## config.mk

```make
export PLATFORM = sky130hd
export DESIGN_NAME = cbsj_decoder
export DESIGN_NICKNAME = d
export VERILOG_FILES = /design/src/include/cbsj_pkg.sv /design/src/design/cbsj_decoder.sv
export SDC_FILE = /design/constraint.sdc
export NUM_CORES = 1
export LEC_CHECK = 0
export ABC_AREA = 1
export BUFFER_PORTS_ARGS = -buffer_cell sky130_fd_sc_hd__buf_2
export CELL_PAD_IN_SITES_DETAIL_PLACEMENT = 0
export CELL_PAD_IN_SITES_GLOBAL_PLACEMENT = 2
export CORE_UTILIZATION = 31
export DETAILED_ROUTE_END_ITERATION = 6
export PLACE_DENSITY_LB_ADDON = 0.08
export SETUP_SLACK_MARGIN = 0.05
export SLEW_MARGIN = 10
export SYNTH_ARGS = -nofsm -noshare
export SYNTH_HDL_FRONTEND = slang
export SYNTH_SLANG_ARGS = --single-unit
```

## constraint.sdc

```tcl
create_clock -name sys_clk -period 4.1 [get_ports sys_clk]
set_input_delay 0.615 -clock sys_clk [delete_from_list [all_inputs] [get_ports sys_clk]]
set_output_delay 0.615 -clock sys_clk [all_outputs]
set_load 0.05 [all_outputs]
```

## src/include/cbsj_pkg.sv

```systemverilog
// Package for the conditional bit subroutine jump decoder.
// Assumes a 32-bit core with a 7-bit register select and a 5-bit bit index.
package cbsj_pkg;
    localparam int WORD_W = 32;
    localparam int REG_SEL_W = 7;
    localparam int BIT_IDX_W = 5;
    localparam int SHORT_ADDR_W = 7;
    localparam int EA_FIELD_W = 6;
    localparam int SP_W = 6;
    // Opcode fields
    localparam logic [7:0] OPC_HI = 8'h02;
    localparam logic [3:0] OPC_EA = 4'h8;
    localparam logic [3:0] OPC_SHORT = 4'hA;
    localparam logic [3:0] OPC_REG = 4'hB;
    localparam logic [2:0] LOW_MEM_PAT = 3'h6;
    localparam logic [3:0] LOW_REG_PAT = 4'hC;
    localparam logic [2:0] LOW_TAIL_PAT = 3'h4;
    localparam logic [1:0] EA_PAD = 2'h0;
    // Field positions
    localparam int OPC_HI_LSB = 24;
    localparam int OPC_LSB = 20;
    localparam int LEAD_BIT = 19;
    localparam int FIELD_LSB = 12;
    localparam int SPACE_BIT = 8;
    localparam int LOW_MEM_LSB = 9;
    localparam int LOW_REG_LSB = 8;
    localparam int TAIL_LSB = 5;
    localparam int EA_LSB = 14;
    localparam int EA_PAD_LSB = 12;
    localparam int REG_LSB = 13;
    localparam int REG_PAD_BIT = 12;
    // Effective address modes (MMM); displacement-indexed is excluded
    localparam logic [2:0] EA_MODE_DISP = 3'h7;
    // Register-direct select codes
    localparam logic [6:0] SEL_STATUS = 7'h79;
    localparam logic [6:0] SEL_UPPER = 7'h7C;
    // Timing
    localparam int BASE_CYCLES = 6;
    localparam int CNT_W = 4;
    localparam logic [CNT_W-1:0] CNT_LAST = CNT_W'(BASE_CYCLES - 1);
    localparam logic [SP_W-1:0] SP_ONE = 6'h01;
    localparam logic [WORD_W-1:0] PC_ONE = 32'h0000_0001;
    // Short jump target
    localparam int SHORT_TGT_W = 15;
    typedef enum logic [4:0] {
        CBSJ_IDLE = 5'b00001,
        CBSJ_EXT = 5'b00010,
        CBSJ_OPND = 5'b00100,
        CBSJ_EXEC = 5'b01000,
        CBSJ_DONE = 5'b10000
    } cbsj_state_e;
endpackage

```

## src/design/cbsj_decoder.sv

```systemverilog
// Decode and execute of the conditional bit subroutine jump.
// Assumes the core presents fetched words and operands with valid strobes
// on sys_clk; an external stack and register file act on the pulses.
// Summary of operation
// - Test one operand bit, index 0-31
// - Taken: push return address and status word
// - Taken: load PC from 32-bit extension
// - Not taken: PC+2, no push
// - Effective address source: post-update effective address register on both outcomes
// - Upper slot source decrements stack pointer
// - Push overwrites level upper slot came from
// - Condition, exception bits left unchanged
// - Register, short and I/O short sources
// - I/O short: 1010, leading one, S space
// - Absolute short: 1010, leading zero, 7 bits
// - Effective address: 1000, no displacement mode
// - Bit index in low five bits
// - Two words, six cycles plus jump wait
// - Short jump target sign extended
`timescale 1ns/1ps
module cbsj_decoder
    import cbsj_pkg::*;
(
    input wire logic sys_clk,
    input wire logic rst_b,
    input wire logic clk_en,
    input wire logic instr_valid,
    input wire logic [cbsj_pkg::WORD_W-1:0] instr_word,
    input wire logic ext_valid,
    input wire logic [cbsj_pkg::WORD_W-1:0] ext_word,
    input wire logic opnd_valid,
    input wire logic [cbsj_pkg::WORD_W-1:0] opnd_data,
    input wire logic [cbsj_pkg::WORD_W-1:0] pc_in,
    input wire logic [cbsj_pkg::WORD_W-1:0] status_word,
    input wire logic [cbsj_pkg::SP_W-1:0] sp_in,
    input wire logic jump_ready,
    input wire logic [cbsj_pkg::SHORT_TGT_W-1:0] short_tgt,
    output logic [cbsj_pkg::WORD_W-1:0] short_tgt_ext,
    output logic instr_match,
    output logic illegal,
    output logic busy,
    output logic opnd_req,
    output logic opnd_is_mem,
    output logic opnd_space_y,
    output logic opnd_is_io,
    output logic [cbsj_pkg::SHORT_ADDR_W-1:0] opnd_addr,
    output logic [cbsj_pkg::REG_SEL_W-1:0] opnd_reg_sel,
    output logic [cbsj_pkg::EA_FIELD_W-1:0] ea_field,
    output logic ea_update,
    output logic pc_load,
    output logic [cbsj_pkg::WORD_W-1:0] pc_out,
    output logic push,
    output logic [cbsj_pkg::WORD_W-1:0] push_upper,
    output logic [cbsj_pkg::WORD_W-1:0] push_lower,
    output logic sp_load,
    output logic [cbsj_pkg::SP_W-1:0] sp_out,
    output logic taken,
    output logic done,
    output logic cc_write
);
    import cbsj_pkg::*;

    cbsj_state_e state_q, state_d;
    logic [WORD_W-1:0] ir_q;
    logic [WORD_W-1:0] ext_q;
    logic [WORD_W-1:0] ret_q;
    logic [SP_W-1:0] sp_q;
    logic [CNT_W-1:0] cnt_q;
    logic bit_q;

    // Format decode
    wire hi_ok = ir_word_hi(instr_word);
    wire [3:0] opc = instr_word[OPC_LSB +: 4];
    wire tail_ok = instr_word[TAIL_LSB +: 3] == LOW_TAIL_PAT;
    wire mem_low = instr_word[LOW_MEM_LSB +: 3] == LOW_MEM_PAT;
    wire fmt_short = hi_ok && opc == OPC_SHORT && mem_low && tail_ok;
    wire fmt_io = fmt_short && instr_word[LEAD_BIT];
    wire fmt_abs = fmt_short && !instr_word[LEAD_BIT];
    wire ea_pad_ok = instr_word[EA_PAD_LSB +: 2] == EA_PAD;
    wire [2:0] ea_mode = instr_word[EA_LSB + 3 +: 3];
    wire fmt_ea_raw = hi_ok && opc == OPC_EA && mem_low && tail_ok && ea_pad_ok;
    wire fmt_ea = fmt_ea_raw && ea_mode != EA_MODE_DISP;
    wire fmt_reg = hi_ok && opc == OPC_REG && !instr_word[REG_PAD_BIT]
        && instr_word[LOW_REG_LSB +: 4] == LOW_REG_PAT
        && tail_ok;
    wire start = state_q == CBSJ_IDLE && instr_valid && instr_match;

    function automatic logic ir_word_hi(input logic [WORD_W-1:0] w);
        ir_word_hi = w[WORD_W-1:OPC_HI_LSB] == OPC_HI;
    endfunction

    assign instr_match = fmt_io || fmt_abs || fmt_ea || fmt_reg;
    assign illegal = instr_valid && state_q == CBSJ_IDLE && fmt_ea_raw
        && !fmt_ea;

    // Operand addressing from the held instruction
    wire ir_reg = ir_q[OPC_LSB +: 4] == OPC_REG;
    wire ir_ea = ir_q[OPC_LSB +: 4] == OPC_EA;
    wire [REG_SEL_W-1:0] ir_sel = ir_q[REG_LSB +: REG_SEL_W];
    wire src_upper = ir_reg && ir_sel == SEL_UPPER;
    wire [BIT_IDX_W-1:0] bit_idx = ir_q[BIT_IDX_W-1:0];
    wire test_bit = opnd_data[bit_idx];

    assign busy = state_q != CBSJ_IDLE;
    assign opnd_req = state_q == CBSJ_OPND;
    assign opnd_is_mem = !ir_reg;
    assign opnd_space_y = !ir_reg && ir_q[SPACE_BIT];
    assign opnd_is_io = !ir_reg && !ir_ea && ir_q[LEAD_BIT];
    assign opnd_addr = ir_q[FIELD_LSB +: SHORT_ADDR_W];
    assign opnd_reg_sel = ir_sel;
    assign ea_field = ir_q[EA_LSB +: EA_FIELD_W];
    assign cc_write = 1'b0;
    // Short form target for the plain subroutine jump
    assign short_tgt_ext = {{(WORD_W-SHORT_TGT_W){short_tgt[SHORT_TGT_W-1]}},
        short_tgt};

    // Next state
    always_comb begin
        state_d = state_q;
        case (state_q)
            CBSJ_IDLE: if (start) state_d = CBSJ_EXT;
            CBSJ_EXT: if (ext_valid) state_d = CBSJ_OPND;
            CBSJ_OPND: if (opnd_valid) state_d = CBSJ_EXEC;
            CBSJ_EXEC: if (cnt_q >= CNT_LAST && (!bit_q || jump_ready))
                state_d = CBSJ_DONE;
            CBSJ_DONE: state_d = CBSJ_IDLE;
            default: state_d = CBSJ_IDLE;
        endcase
    end

    // State register
    always_ff @(posedge sys_clk or negedge rst_b) begin
        if (!rst_b) begin
            state_q <= CBSJ_IDLE;
        end else if (clk_en) begin
            state_q <= state_d;
        end
    end

    // Cycle counter from instruction acceptance
    always_ff @(posedge sys_clk or negedge rst_b) begin
        if (!rst_b) begin
            cnt_q <= '0;
        end else if (clk_en) begin
            if (start) cnt_q <= '0;
            else if (busy && cnt_q != '1) cnt_q <= cnt_q + 1'b1;
        end
    end

    // Instruction, extension and return address capture
    always_ff @(posedge sys_clk or negedge rst_b) begin
        if (!rst_b) begin
            ir_q <= '0;
            ext_q <= '0;
            ret_q <= '0;
        end else if (clk_en) begin
            if (start) ir_q <= instr_word;
            if (start) ret_q <= pc_in + PC_ONE + PC_ONE;
            if (state_q == CBSJ_EXT && ext_valid) ext_q <= ext_word;
        end
    end

    // Bit test and stack pointer tracking
    wire [SP_W-1:0] sp_rd = src_upper ? sp_in - SP_ONE : sp_in;
    always_ff @(posedge sys_clk or negedge rst_b) begin
        if (!rst_b) begin
            bit_q <= 1'b0;
            sp_q <= '0;
        end else if (clk_en && state_q == CBSJ_OPND && opnd_valid) begin
            bit_q <= test_bit;
            sp_q <= sp_rd;
        end
    end

    // Completion outputs, registered
    wire fin = state_q == CBSJ_EXEC && state_d == CBSJ_DONE;
    always_ff @(posedge sys_clk or negedge rst_b) begin
        if (!rst_b) begin
            pc_load <= 1'b0;
            pc_out <= '0;
            push <= 1'b0;
            push_upper <= '0;
            push_lower <= '0;
            sp_load <= 1'b0;
            sp_out <= '0;
            taken <= 1'b0;
            done <= 1'b0;
            ea_update <= 1'b0;
        end else if (clk_en) begin
            pc_load <= fin;
            done <= fin;
            taken <= fin && bit_q;
            push <= fin && bit_q;
            ea_update <= fin && ir_ea;
            sp_load <= fin && (bit_q || src_upper);
            if (fin) begin
                pc_out <= bit_q ? ext_q : ret_q;
                push_upper <= ret_q;
                push_lower <= status_word;
                sp_out <= bit_q ? sp_q + SP_ONE : sp_q;
            end
        end
    end
endmodule

```

==> impl_metrics.tcl <==
set metrics [dict create \
    status "complete, no violations" \
    fin_ws_ps 1500 \
    groute.usage.overall_pct 18.7 \
    routed_via_density 4.50 \
    worst_pin_slew_ps 1010 \
    die-area_mm2 0.0341 \
    via_count 8669 \
    layout-drive-gt1-share_pct 27.8 \
    wirelength_mm 31.8 \
    min_period_ps 2600 \
    cap_violations 0 \
    syn-num-nets 1419 \
    placed_area_mm2 0.0118 \
    power_density_mw_per_mm2 561 \
    grt_max_degree 113 \
    skew_ps 18.5 \
    synth_top_area_share_pct 49.2 \
    crit_path_start_kind "flip-flop" \
    relSlewSlack_pct 32.8 \
    yosysSeqAreaShare_pct 49.4 \
    fin_area_mm2 0.0126 \
    clkLatencyLatePin_ps 520 \
    syn_inst 1225 \
    cp_slowest_stage_delay_ps 600 \
    rows 66 \
    place_hpwl_mm 23.2 \
    place_ws_ps 1450 \
    gp_congestion 0.879 \
    cts-hold-fix-buffers 0 \
    fillers 3481 \
    core_mm2 0.0326 \
    clock-sinks 204 \
    ir_drop_v 0.000296 \
    crit_required_ps 3480 \
    die_h_um 185 \
    finalMaxSlewViolations 0 \
    async_flop_share_pct 100 \
    io_pins 356 \
    htree_levels 1 \
    numPortBuffers 307 \
    drc_errors 0 \
    antenna_found_initial 2 \
    start_util_pct 31.7 \
    min_path_type "in -> async" \
    synth.distinct_cells 41 \
    finalSetupTns_ps 0 \
    overflow 0 \
    hold_viol 0 \
    yosysWarnings 0 \
    synth_edf_count 0 \
    clk_path_buf_depth 3 \
    synthToLayoutAreaGrowth_pct 22.1 \
    seqCellArea_mm2 0.00511 \
    drt-initial-drc-count 421 \
    path_cells "nand4_2, nor4_1, buf_2" \
    rsz0062_at_grt "false" \
    timing.hold.ws_ps 152 \
    path_max_fanout 5 \
    finalCritPeriodShare_pct 63.4 \
    cp-end-kind "primary output" \
    first_global_vias 8670 \
    postRouteAntennaNets 0 \
    synth_most_common_cell "nand2_1" \
    finalSetupViolations 0 \
    fin_nets 1659 \
    arrival_ps 1980 \
    postCtsSetupBuffers 0 \
    critPathKind "reg -> out" \
    grt_pass1_wl_mm 49.4 \
    postSynthAreaPerCell_um2 8.43 \
    clk_pin_slew_ps 60 \
    cts_root_buf "clkbuf_16" \
    wl_per_cell_um 16.5 \
    cts_tree "built" \
    dr.pass1.iters 5 \
    synth.ff_latch_count 204 \
    leakagePower_nw 6.78 \
    critPathSlowestCell "dfstp_2" \
    synth_area_leaders "dfrtp_1, nand2_1, buf_4, mux2_4, inv_1" \
    synth.cell_area_mm2 0.0103 \
    synth_top_area_cell "dfrtp_1" \
    die_w_um 185 \
    fmaxAchievable_ghz 0.385 \
    netlist_top_cells_count "nand2_1, dfrtp_1, inv_1" \
    multi_input_area_mm2 0.00412 \
    cts_resized 0 \
    numCtsBuffers 25 \
    ys.flop_type "dfrtp_1" \
]
[report_power, final]
part | switching (mW) | leakage [nW] | internal (mW)
Clock | 0.865 | 0.391 | 1.24
Combinational | 1.58 | 3.85 | 0.678
Sequential | 0.275 | 2.54 | 2.45
[worst paths after layout]
path	slack, ps	start	cells after the start	to
setup / recovery	1500	state_q[0]	3	illegal
hold / removal	150	rst_b	1	ir_q[2]
setup reg to reg	1620	cnt_q[0]	10	pc_out[17]
hold reg to reg	460	ir_q[23]	2	ir_q[23]
max in group asynchronous	2920	rst_b	2	ext_q[11]
min in group sys_clk	290	instr_word[15]	3	ir_q[15]
[stage by stage]
stage / utilization, % / total power [mW] / cells
global route: 38.6 / 7.48 / 1925
global placement: 36.2 / 5.03 / 1880
floorplan: - / 4.39 / 1225
detailed placement: 36.2 / 5.04 / 1880
CTS: 38.6 / 7.19 / 1925
finish: 38.7 / 7.08 / 1927
[cell families after synthesis]
family / synth area share, %
xor+xnor: 3.05
flops: 49.4
compound gates: 7.95
mux: 4.58
simple gates: 23.5
buf+inv: 10.7
other cells: 0.0363
fa+ha+maj: 0.727
[worst max-delay path, delay by kind of cell (launching register included)]
family                 cells  cell delay (ps)
and+or+nand+nor            2              570
DFF                        1              600
buffers and inverters      1              300
[layout make-up]
type / count / area share [%]
Sequential cell: 204 / 40.5
Multi-Input combinational cell: 809 / 32.7
Timing Repair Buffer: 316 / 12.9
Clock buffer: 36 / 5.84
Tap cell: 442 / 4.38
Inverter: 109 / 3.28
Clock inverter: 9 / 0.397
Antenna cell: 2 / 0.0397
[layer usage]
metal | track usage, % | vias up | wire, µm
li1 | - | 4351 | -
met1 | 26.8 | 4041 | 15500
met2 | 28.8 | 240 | 13800
met3 | 3.60 | 37 | 2000
met4 | 4.37 | 0 | 529
met5 | 0 | - | 0
[layout by cell type (no fill, tap or decap), drive strengths merged, types with 6 or more instances in the layout]
| master | synthesis | final |
|---|---|---|
| nand2 | 391 | 391 |
| o21ai | 79 | 79 |
| nand3 | 46 | 46 |
| xnor2 | 16 | 16 |
| ha | 6 | 6 |
| nor2 | 107 | 107 |
| dfrtp | 203 | 203 |
| nor3 | 21 | 21 |
| nand4 | 14 | 14 |
| buf | 87 | 316 |
| clkbuf | 16 | 36 |
| xor2 | 20 | 20 |
| a21oi | 19 | 19 |
| a31oi | 38 | 38 |
| o211ai | 8 | 8 |
| clkinv | 1 | 8 |
| inv | 108 | 108 |
| mux2 | 32 | 32 |
[state kept, by name, summed over array words and instances (netlist names)]
signal,count
taken,1
bit_q,1
ir_q,18
state_q,5
push_lower,32
pc_load,1
ea_update,1
ret_q,32
push_upper,32
cnt_q,4
ext_q,32
sp_out,6
sp_q,6
sp_load,1
pc_out,32
Note: power is estimated with default switching activity, not from simulation.
